==> config.mk <==
export PLATFORM = sky130hd
export DESIGN_NAME = pin_change_edge_detector
export DESIGN_NICKNAME = d
export VERILOG_FILES = /design/src/ioc_pkg.sv /design/src/edge_if.sv /design/src/edge_detect.sv /design/src/pin_change_edge_detector.sv
export VERILOG_INCLUDE_DIRS = /design/src
export SDC_FILE = /design/constraint.sdc
export NUM_CORES = 1
export LEC_CHECK = 0
export BUFFER_PORTS_ARGS = -buffer_cell sky130_fd_sc_hd__buf_2
export CAP_MARGIN = 20
export CORE_MARGIN = 5
export CORE_UTILIZATION = 44
export DETAILED_ROUTE_END_ITERATION = 16
export PLACE_DENSITY = 0.62
export SETUP_SLACK_MARGIN = 0.2
export SLEW_MARGIN = 10
export SYNTH_ARGS = -nofsm -noshare
export SYNTH_HDL_FRONTEND = slang
export SYNTH_SLANG_ARGS = --single-unit
==> constraint.sdc <==
create_clock -name pclk -period 3.11 [get_ports pclk]
set_input_delay 0 -clock pclk [delete_from_list [all_inputs] [get_ports pclk]]
set_output_delay 0 -clock pclk [all_outputs]
set_load 0.01 [all_outputs]
==> src/ioc_defs.svh <==
// register offsets, field limits, reset values and sizes for the pin change detector
`ifndef IOC_DEFS_SVH
`define IOC_DEFS_SVH
`define PORTA_RISE_ENABLE_OFS 12'h000
`define PORTA_FALL_ENABLE_OFS 12'h004
`define PORTA_CHANGE_FLAGS_OFS 12'h008
`define PORTB_RISE_ENABLE_OFS 12'h00C
`define PORTB_FALL_ENABLE_OFS 12'h010
`define PORTB_CHANGE_FLAGS_OFS 12'h014
`define PORTC_RISE_ENABLE_OFS 12'h018
`define PORTC_FALL_ENABLE_OFS 12'h01C
`define PORTC_CHANGE_FLAGS_OFS 12'h020
`define CHANGE_CTRL_OFS 12'h024
`define CHANGE_CTRL_IRQ_ENABLE_BIT 0
`define CHANGE_CTRL_IRQ_FLAG_BIT 1
`define CHANGE_CTRL_SLEEP_BIT 2
`define PORTA_MASK 8'h3F
`define PORTB_MASK 8'hF0
`define PORTC_MASK_LARGE 8'hFF
`define PORTC_MASK_SMALL 8'h3F
`define PORT_RESET 8'h00
`define PORT_WIDTH 8
`define PORT_COUNT 3
`endif

==> src/ioc_pkg.sv <==
// types shared by the pin change detector files
package ioc_pkg;
    typedef logic [7:0] port_byte_t;
    typedef enum logic [1:0]
    {
        port_a = 2'b00,
        port_b = 2'b01,
        port_c = 2'b10
    } port_sel_t;
    typedef enum logic [0:0]
    {
        st_run = 1'b0,
        st_sleep = 1'b1
    } power_state_t;
endpackage : ioc_pkg

==> src/edge_if.sv <==
// per-port bundle between the top and the edge detector
`timescale 1ns/100ps
interface edge_if;
    logic [7:0] pins;
    logic [7:0] rise_hit;
    logic [7:0] fall_hit;
    modport detector (input pins, output rise_hit, output fall_hit);
    modport user (output pins, input rise_hit, input fall_hit);
endinterface : edge_if

==> src/edge_detect.sv <==
// three-stage pin synchroniser and per-bit edge detection for one port
`timescale 1ns/100ps
module edge_detect
    import ioc_pkg::*;
(
    input wire logic pclk,
    input wire logic presetn,
    edge_if.detector port
);
    genvar i;
    // =========================================================
    // synchroniser and edge compare
    generate
        for (i = 0; i < 8; i++)
        begin : g_bit
            logic s1_reg;
            logic s2_reg;
            logic s3_reg;
            logic lvl_reg;
            // level is accepted once stages two and three agree
            always_ff @(posedge pclk or negedge presetn)
            begin
                if (!presetn)
                begin
                    s1_reg <= 1'b0;
                    s2_reg <= 1'b0;
                    s3_reg <= 1'b0;
                    lvl_reg <= 1'b0;
                end
                else
                begin
                    s1_reg <= port.pins[i];
                    s2_reg <= s1_reg;
                    s3_reg <= s2_reg;
                    if (s2_reg == s3_reg)
                        lvl_reg <= s3_reg; // RULE_12
                end
            end
            // a new accepted level against the old one is an edge
            assign port.rise_hit[i] = (s2_reg == s3_reg) && s3_reg && !lvl_reg; // RULE_12
            assign port.fall_hit[i] = (s2_reg == s3_reg) && !s3_reg && lvl_reg; // RULE_12
        end
    endgenerate
endmodule : edge_detect

==> src/pin_change_edge_detector.sv <==
// APB pin change edge detector for ports A, B and C
// Operation
// RULE_01: enabled falling edge sets pin and shared flag
// RULE_02: disabled falling edge is ignored
// RULE_03: flag set by enabled rise or fall
// RULE_04: flags stay set until software writes zero
// RULE_05: enables and flags reset to zero
// RULE_06: port C top two bits on large variant
// RULE_07: unimplemented bits ignore writes, read zero
// RULE_08: edge during clear keeps flag set
// RULE_09: enabled edge wakes from sleep when enabled
// RULE_10: sleep edge recorded before first instruction
// RULE_11: enabled rising edge sets pin and shared flag
// RULE_12: pins synchronised, edges by level compare
`timescale 1ns/100ps
`include "ioc_defs.svh"
module pin_change_edge_detector
    import ioc_pkg::*;
#(
    parameter bit LARGE_VARIANT = 1'b1
)
(
    input wire logic pclk,
    input wire logic presetn,
    input wire logic psel,
    input wire logic penable,
    input wire logic pwrite,
    input wire logic [11:0] paddr,
    input wire logic [31:0] pwdata,
    input wire logic [3:0] pstrb,
    output logic [31:0] prdata,
    output logic pready,
    output logic pslverr,
    input wire logic [7:0] porta_pin,
    input wire logic [7:0] portb_pin,
    input wire logic [7:0] portc_pin,
    input wire logic sleep_req,
    output logic change_irq,
    output logic wake_up,
    output logic asleep
);
    // =========================================================
    // port masks
    // the two top port C bits exist only on the larger variant
    localparam port_byte_t MASK_C = LARGE_VARIANT ? `PORTC_MASK_LARGE
                                                 : `PORTC_MASK_SMALL; // RULE_06
    localparam port_byte_t MASK_A = `PORTA_MASK;
    localparam port_byte_t MASK_B = `PORTB_MASK;

    // =========================================================
    // edge detectors, one per port
    edge_if if_a ();
    edge_if if_b ();
    edge_if if_c ();
    assign if_a.pins = porta_pin;
    assign if_b.pins = portb_pin;
    assign if_c.pins = portc_pin;
    edge_detect u_det_a (.pclk(pclk), .presetn(presetn), .port(if_a.detector));
    edge_detect u_det_b (.pclk(pclk), .presetn(presetn), .port(if_b.detector));
    edge_detect u_det_c (.pclk(pclk), .presetn(presetn), .port(if_c.detector));

    // =========================================================
    // registers
    port_byte_t porta_rise_enable_reg;
    port_byte_t porta_fall_enable_reg;
    port_byte_t porta_change_flags_reg;
    port_byte_t portb_rise_enable_reg;
    port_byte_t portb_fall_enable_reg;
    port_byte_t portb_change_flags_reg;
    port_byte_t portc_rise_enable_reg;
    port_byte_t portc_fall_enable_reg;
    port_byte_t portc_change_flags_reg;
    logic change_irq_enable_reg;
    power_state_t state_reg;
    power_state_t state_next;

    // =========================================================
    // bus decode
    wire access_w = psel && penable;
    wire wr_w = access_w && pwrite && pstrb[0];
    wire hit_ar = paddr == `PORTA_RISE_ENABLE_OFS;
    wire hit_af = paddr == `PORTA_FALL_ENABLE_OFS;
    wire hit_ac = paddr == `PORTA_CHANGE_FLAGS_OFS;
    wire hit_br = paddr == `PORTB_RISE_ENABLE_OFS;
    wire hit_bf = paddr == `PORTB_FALL_ENABLE_OFS;
    wire hit_bc = paddr == `PORTB_CHANGE_FLAGS_OFS;
    wire hit_cr = paddr == `PORTC_RISE_ENABLE_OFS;
    wire hit_cf = paddr == `PORTC_FALL_ENABLE_OFS;
    wire hit_cc = paddr == `PORTC_CHANGE_FLAGS_OFS;
    wire hit_ctl = paddr == `CHANGE_CTRL_OFS;
    wire mapped_w = hit_ar | hit_af | hit_ac | hit_br | hit_bf | hit_bc
                  | hit_cr | hit_cf | hit_cc | hit_ctl;
    wire [7:0] wbyte = pwdata[7:0];

    // =========================================================
    // enabled edges per port
    wire [7:0] ev_a = ((if_a.rise_hit & porta_rise_enable_reg)
                    | (if_a.fall_hit & porta_fall_enable_reg)) & MASK_A;
    wire [7:0] ev_b = ((if_b.rise_hit & portb_rise_enable_reg)
                    | (if_b.fall_hit & portb_fall_enable_reg)) & MASK_B;
    // only enabled edges reach port C flags; a zero enable hides that edge
    wire [7:0] ev_c = ((if_c.rise_hit & portc_rise_enable_reg) // RULE_11
                    | (if_c.fall_hit & portc_fall_enable_reg)) & MASK_C; // RULE_01 RULE_02 RULE_03

    // =========================================================
    // next flag values: software clears by writing zero, hardware set wins
    wire [7:0] fa_keep = (wr_w && hit_ac) ? (porta_change_flags_reg & wbyte)
                                          : porta_change_flags_reg;
    wire [7:0] fb_keep = (wr_w && hit_bc) ? (portb_change_flags_reg & wbyte)
                                          : portb_change_flags_reg;
    wire [7:0] fc_keep = (wr_w && hit_cc) ? (portc_change_flags_reg & wbyte) // RULE_04
                                          : portc_change_flags_reg;
    wire [7:0] fa_next = (fa_keep | ev_a) & MASK_A;
    wire [7:0] fb_next = (fb_keep | ev_b) & MASK_B;
    wire [7:0] fc_next = (fc_keep | ev_c) & MASK_C; // RULE_08
    wire any_event = |{ev_a, ev_b, ev_c};

    // =========================================================
    // enable registers; masks keep unimplemented bits at zero
    always_ff @(posedge pclk or negedge presetn)
    begin
        if (!presetn)
        begin
            porta_rise_enable_reg <= `PORT_RESET;
            porta_fall_enable_reg <= `PORT_RESET;
            portb_rise_enable_reg <= `PORT_RESET;
            portb_fall_enable_reg <= `PORT_RESET;
            portc_rise_enable_reg <= `PORT_RESET; // RULE_05
            portc_fall_enable_reg <= `PORT_RESET; // RULE_05
            change_irq_enable_reg <= 1'b0;
        end
        else if (wr_w)
        begin
            if (hit_ar) porta_rise_enable_reg <= wbyte & MASK_A;
            if (hit_af) porta_fall_enable_reg <= wbyte & MASK_A;
            if (hit_br) portb_rise_enable_reg <= wbyte & MASK_B;
            if (hit_bf) portb_fall_enable_reg <= wbyte & MASK_B;
            if (hit_cr) portc_rise_enable_reg <= wbyte & MASK_C; // RULE_07
            if (hit_cf) portc_fall_enable_reg <= wbyte & MASK_C; // RULE_07
            if (hit_ctl) change_irq_enable_reg <= pwdata[`CHANGE_CTRL_IRQ_ENABLE_BIT];
        end
    end

    // =========================================================
    // flag registers; they run during sleep so edges are caught at once
    always_ff @(posedge pclk or negedge presetn)
    begin
        if (!presetn)
        begin
            porta_change_flags_reg <= `PORT_RESET;
            portb_change_flags_reg <= `PORT_RESET;
            portc_change_flags_reg <= `PORT_RESET; // RULE_05
        end
        else
        begin
            porta_change_flags_reg <= fa_next;
            portb_change_flags_reg <= fb_next;
            portc_change_flags_reg <= fc_next; // RULE_10
        end
    end

    // =========================================================
    // sleep state: wake comes with the flag update in the same edge
    always_comb
    begin
        state_next = state_reg;
        case (state_reg)
            st_run:
                if (sleep_req && !(change_irq_enable_reg && any_event))
                    state_next = st_sleep;
            st_sleep:
                if (change_irq_enable_reg && any_event)
                    state_next = st_run; // RULE_09
            default:
                state_next = st_run;
        endcase
    end

    always_ff @(posedge pclk or negedge presetn)
    begin
        if (!presetn)
        begin
            state_reg <= st_run;
            asleep <= 1'b0;
            wake_up <= 1'b0;
            change_irq <= 1'b0;
        end
        else
        begin
            state_reg <= state_next;
            asleep <= state_next == st_sleep;
            wake_up <= (state_reg == st_sleep) && (state_next == st_run); // RULE_09
            change_irq <= change_irq_enable_reg && (|{fa_next, fb_next, fc_next});
        end
    end

    // =========================================================
    // read mux; the shared flag is the or of all pin flags
    wire shared_flag = |{porta_change_flags_reg, portb_change_flags_reg,
                         portc_change_flags_reg};
    wire [7:0] ctl_rd = {5'h00, state_reg == st_sleep, shared_flag, change_irq_enable_reg};
    wire [7:0] rd_byte =
        hit_ar ? porta_rise_enable_reg :
        hit_af ? porta_fall_enable_reg :
        hit_ac ? porta_change_flags_reg :
        hit_br ? portb_rise_enable_reg :
        hit_bf ? portb_fall_enable_reg :
        hit_bc ? portb_change_flags_reg :
        hit_cr ? portc_rise_enable_reg :
        hit_cf ? portc_fall_enable_reg :
        hit_cc ? portc_change_flags_reg :
        hit_ctl ? ctl_rd : 8'h00;

    // answer registered in the setup cycle so the access phase is one cycle
    always_ff @(posedge pclk or negedge presetn)
    begin
        if (!presetn)
        begin
            prdata <= 32'h00000000;
            pready <= 1'b0;
            pslverr <= 1'b0;
        end
        else
        begin
            pready <= psel && !penable;
            pslverr <= psel && !penable && !mapped_w;
            prdata <= (psel && !penable && !pwrite) ? {24'h000000, rd_byte} : 32'h00000000;
        end
    end

    // falling edges on clear flags whose fall enable is off, on any port C pin
    wire [7:0] fall_off_c = if_c.fall_hit & ~portc_fall_enable_reg & ~portc_change_flags_reg;
endmodule : pin_change_edge_detector

Word-level counts from Yosys, hierarchy flattened
Index checks and enable logic that the tools add are counted.
{ "word_totals": {"regBits": 156, "input_bits": 78, "output_inout_bits": 37, "elab_cells": 338} }
{ "op_classes": {"n_eq_ne": 31, "mux": 17, "bitwise": 26, "reduce_logical": 160} }
{ "op_table": {"columns": ["cell", "count"], "rows": [
  ["$logic_and 1x1->1", 101],
  ["$mux 8", 12],
  ["$reduce_or 18->1", 3],
  ["$and 8x8->8", 6],
  ["$eq 12x5->1 const B", 4],
  ["$logic_not 1->1", 48],
  ["$or 8x8->8", 4],
  ["$eq 12x4->1 const B", 2],
  ["$eq 12x6->1 const B", 2],
  ["$eq 1x1->1", 22],
  ["$and 6x6->6", 3],
  ["$reduce_and 2->1", 7],
  ["$eq 12x3->1 const B", 1],
  ["$logic_not 12->1", 1],
  ["$or 6x6->6", 2],
  ["$or 1x1->1", 9],
  ["$mux 6", 1],
  ["$mux 3", 1],
  ["$mux 1", 2],
  ["$not 1->1", 2],
  ["$pmux 1 s2", 1]
]} }

Longest topological paths before layout
{ "depth": {"ltp_word": 13, "ltp_mapped": 8} }

By module
A second synthesis with hierarchy kept.
{ "hier_totals": {"cells_unflattened": 598, "area_unflattened_um2": 7379.6} }
{ "by_module_without_submodules": {"columns": ["mod", "instances", "cells_each", "area_each_um2", "seq_area_each_um2"], "rows": [
  ["edge_detect", 3, 88, 1281.2, 800.8],
  ["pin_change_edge_detector", 1, 334, 3535.9, 1701.6]
]} }

Worst setup path after synthesis
Ideal clock, no wire load.
{ "synth_path": {"path_type": "input -> register", "startpoint": "input port paddr[9]", "endpoint": "register porta_fall_enable_reg[0]", "setup_time_ns": 0.125, "arrival_ns": 1.582, "required_time_ns": 2.985, "slack_ns": 1.403, "stages": 7, "path_buffers": 2, "cell_sequence": "nor4_4 and3b_1 buf_4 nand2b_4 or3_1 buf_2 mux2_4"} }
{ "synth_via": {"elab_chain_cells": 2} }
{ "synth_lines": {"columns": ["element", "line_no", "rtl"], "rows": [
  ["start: declaration", "pin_change_edge_detector.sv:28", "input wire logic [11:0] paddr,"],
  ["$eq 12x3->1 (no source line)", null, null],
  ["$reduce_and 2->1 (no source line)", null, null],
  ["end signal: assignment", "pin_change_edge_detector.sv:125", "porta_fall_enable_reg <= `PORT_RESET;"],
  ["end signal: assignment", "pin_change_edge_detector.sv:135", "if (hit_af) porta_fall_enable_reg <= wbyte & MASK_A;"],
  ["end: declaration", "pin_change_edge_detector.sv:65", "port_byte_t porta_fall_enable_reg;"]
]} }
Every way passes these cells.
A chain may end at the register's enable or synchronous reset.

Worst setup path in the final report
{ "layout_path": {"startpoint": "register u_det_b.g_bit[6].s2_reg", "endpoint": "register state_reg"} }
{ "layout_via": {"elab_chain_cells": 11} }
{ "layout_lines": {"columns": ["element", "line_no", "rtl"], "rows": [
  ["start: declaration", "edge_detect.sv:17", "logic s2_reg;"],
  ["start signal: assignment", "edge_detect.sv:33", "s2_reg <= s1_reg;"],
  ["$eq 1x1->1 *", "edge_detect.sv:40, edge_detect.sv:41", null],
  ["$logic_and 1x1->1 (on tied branches) (2 in series)", "edge_detect.sv:40, edge_detect.sv:41", null],
  ["$and 8x8->8 (on tied branches)", "pin_change_edge_detector.sv:99, pin_change_edge_detector.sv:100", null],
  ["$or 8x8->8 *", "pin_change_edge_detector.sv:100", "| (if_b.fall_hit & portb_fall_enable_reg)) & MASK_B;"],
  ["$reduce_or 18->1 *", "pin_change_edge_detector.sv:116", "wire any_event = |{ev_a, ev_b, ev_c};"],
  ["$logic_and 1x1->1 *", "pin_change_edge_detector.sv:169, pin_change_edge_detector.sv:172", null],
  ["$logic_not 1->1", "pin_change_edge_detector.sv:169", "if (sleep_req && !(change_irq_enable_reg && any_event))"],
  ["$logic_and 1x1->1", "pin_change_edge_detector.sv:169", null],
  ["$mux 1", "pin_change_edge_detector.sv:169", null],
  ["$pmux 1 s2 *", "pin_change_edge_detector.sv:167", "case (state_reg)"],
  ["net state_next", "pin_change_edge_detector.sv:75", "power_state_t state_next;"],
  ["end signal: assignment", "pin_change_edge_detector.sv:183", "state_reg <= st_run;"],
  ["end signal: assignment", "pin_change_edge_detector.sv:190", "state_reg <= state_next;"],
  ["end: declaration", "pin_change_edge_detector.sv:74", "power_state_t state_reg;"]
]} }
Mark *: on every way through the listed nets, which the timed path passes. The rest lies on a longest branch.

==> results.py <==
metrics = {
    "sta": {
        "finalClockSkew_ns": 0.00539,
        "slew_headroom": 0.404,
        "setup_violations": 0,
        "final_hold_viol_count": 0,
        "slew_violations": 0,
        "finalCritPeriodShare": 0.725,
        "tns_ns": 0,
        "fin_crit_ns": 2.26,
        "worst_pin_slew_ns": 0.888,
        "rsz0062_at_grt": "no",
        "fmax_mhz": 443,
    },
    "routing": {
        "num_vias": 4385,
        "viasPerCell": 5.26,
        "wl_met3_um": 948,
        "ant_nets": 0,
        "drt_iter0_drc": 503,
        "met2_length_mm": 6.74,
        "wl_met1_mm": 6.23,
        "post-route-drc-count": 0,
        "wl_per_cell_um": 16.9,
        "maxUsedRoutingLayer": "met4",
        "firstDrtPassIters": 5,
        "routed_wl_mm": 14.1,
    },
    "global_routing": {
        "track_usage": 0.182,
        "grt_pass1_vias": 4552,
        "antenna_found_initial": 0,
        "overflow": 0,
        "grt_max_degree": 96,
        "grt_pass1_wl_mm": 23.6,
    },
    "clock_tree": {
        "clock_latency_ns": 0.42,
        "cts_made_buffers": 17,
        "cts_tree": "done",
        "cts-root-buf": "clkbuf_16",
        "clockBufferDepth": 2,
        "cts_sinks": 140,
        "clkTransAtPathRegs_ns": 0.06,
        "htree_levels": 4,
    },
    "synth": {
        "avgSynthCellArea_um2": 11.5,
        "ys_warn_count": 0,
        "ys_seq_area_frac": 0.556,
        "ys_ff_latch": 140,
        "syn_area_mm2": 0.00630,
        "synth_cells": 548,
        "synth_edf_count": 0,
        "synth-async-reset-ratio": 1.00,
        "ys.flop_type": "dfrtp_1",
        "synthDistinctLibCells": 50,
    },
    "setup_path": {
        "crit_top_cell": "o21ai_0",
        "crit_type": "reg -> reg",
        "end_kind": "flop",
        "r2r_end": "state_reg",
        "reg2reg_depth": 8,
        "reg2reg_from": "u_det_b.g_bit[6].s2_reg",
        "r2r_slack_ns": 0.85,
        "worstPathRequired_ns": 3.47,
        "critPathArrivalTime_ns": 2.62,
        "slowest_delay_ns": 0.53,
        "crit_chain": "inv_1 > ha_1 > nand3_1 > o21ai_0 > nor4_1 > nand4_1 > o21ai_0 > o21a_1",
        "critPathLaunchType": "flop",
        "slowest_stage": "nor4_1",
        "startpoint": "u_det_b.g_bit[6].s2_reg",
        "path_max_fanout": 3,
    },
    "pwr": {
        "clockPowerShare": 0.503,
        "pwr-share-comb": 0.057,
        "finalPower_uw": 4410,
        "internal-power_uw": 3450,
        "p_leak_uw": 0.00371,
        "pwr-share-seq": 0.440,
        "switchingPower_uw": 962,
        "power.density_mw_per_mm2": 579,
        "swShare": 0.218,
        "ir_drop_mv": 0.392,
    },
    "place": {
        "gp_congestion": 0.866,
        "hpwl_mm": 10.0,
        "numPortBuffers": 57,
    },
    "layout": {
        "nets": 755,
        "final_util": 0.547,
        "drive_above_1_share": 0.214,
        "antenna_cells": 0,
        "mostFrequentLayoutCell": "dfrtp_1",
        "layout_common_cells": "dfrtp_1, o21ai_0, buf_2",
        "area_growth_pct": 21.1,
    },
    "outcome": {
        "status": "complete, no violations",
    },
    "die": {
        "die_y_um": 130,
        "start_util": 0.452,
        "die_w_um": 130,
        "io_pins": 115,
        "coreArea_mm2": 0.0139,
        "die_area_mm2": 0.0168,
        "num_rows": 43,
    },
    "flow_run": {
        "drv_cap": 0,
    },
    "min_path": {
        "hold_path_class": "in -> reg",
        "hold_start": "paddr[10]",
        "hold_end": "pslverr",
        "min_path_cells": 4,
    },
}
cell usage after synthesis, types with 5 or more instances:
cell type,n,area (um2)
mux2_4,6,90.1
nor2_1,16,60.1
mux2_2,37,417
nand2_1,47,176
nand3_1,19,95.1
o21ai_0,58,290
ha_1,36,450
buf_4,25,188
inv_1,42,158
nor3_1,10,50.1
nand2b_1,19,119
nand4_1,8,50.1
clkbuf_1,5,18.8
o22ai_1,5,31.3
nor2b_1,7,43.8
dfrtp_1,140,3500
nor4_1,10,62.6
a31oi_1,5,31.3
power by group through the flow:
stage	clock network (uW)	logic (uW)	registers (uW)
after floorplan	0	134	1960
final	2220	251	1940
after global placement	0	209	1970
after CTS	2270	254	1940
after global routing	2350	291	1950
after detailed placement	0	224	1980
per-stage QoR:
step	setup WS (ns)	hold slack (ns)	std cells	instance area [um2]
CTS	0.921	0.00306	834	7620
global placement	0.885	0.107	772	6670
global route	0.718	0.00691	834	7620
finish	0.854	0.00936	834	7620
floorplan	1.40	-0.296	571	6380
detailed placement	0.833	0.109	772	6670
per-layer routing:
layer | GRT usage | vias to the layer above
met3 | 0.0507 | 19
li1 | - | 2043
met1 | 0.244 | 2176
met5 | 0 | -
met2 | 0.290 | 147
met4 | 0.0587 | 0
kinds of logic after synthesis:
family | after synthesis | synth area share
adders and majority gates | 36 | 0.0715
buffers and inverters | 80 | 0.0634
DFF | 140 | 0.556
muxes | 46 | 0.0892
and+or+nand+nor | 155 | 0.135
other | 1 | 0.000596
AOI/OAI and AO/OA | 90 | 0.0835
critical path: cells and delay by family (launching register included):
family                     cells  cell delay [ns]
and+or+nand+nor                3             0.85
AOI/OAI and AO/OA              3             0.75
DFF                            1             0.37
adders and majority gates      1             0.17
buffers and inverters          1             0.05
timing repair:
action                                 4_1_cts  5_1_grt
hold buffers                                30        0
resized for setup                            0        0
endpoints found under the hold margin      163        0
setup buffers                                0        0
worst max-delay path by stage:
stage                     cells after the start                       end  slack (ns)
after floorplan                               7  porta_fall_enable_reg[0]        1.40
after global placement                        7                 prdata[6]        0.89
after detailed placement                      7                change_irq        0.83
after CTS                                     8                 state_reg        0.92
after global routing                          8                 state_reg        0.72
final                                         8                 state_reg        0.85
cell type report:
class / count / area [um2]
Inverter: 42 / 158
Clock inverter: 12 / 193
Fill cell: 1163 / 6310
Multi-Input combinational cell: 351 / 2480
Sequential cell: 140 / 3500
Timing Repair Buffer: 89 / 607
Tap cell: 180 / 225
Clock buffer: 20 / 457
Power figures use the tool's default switching activity.
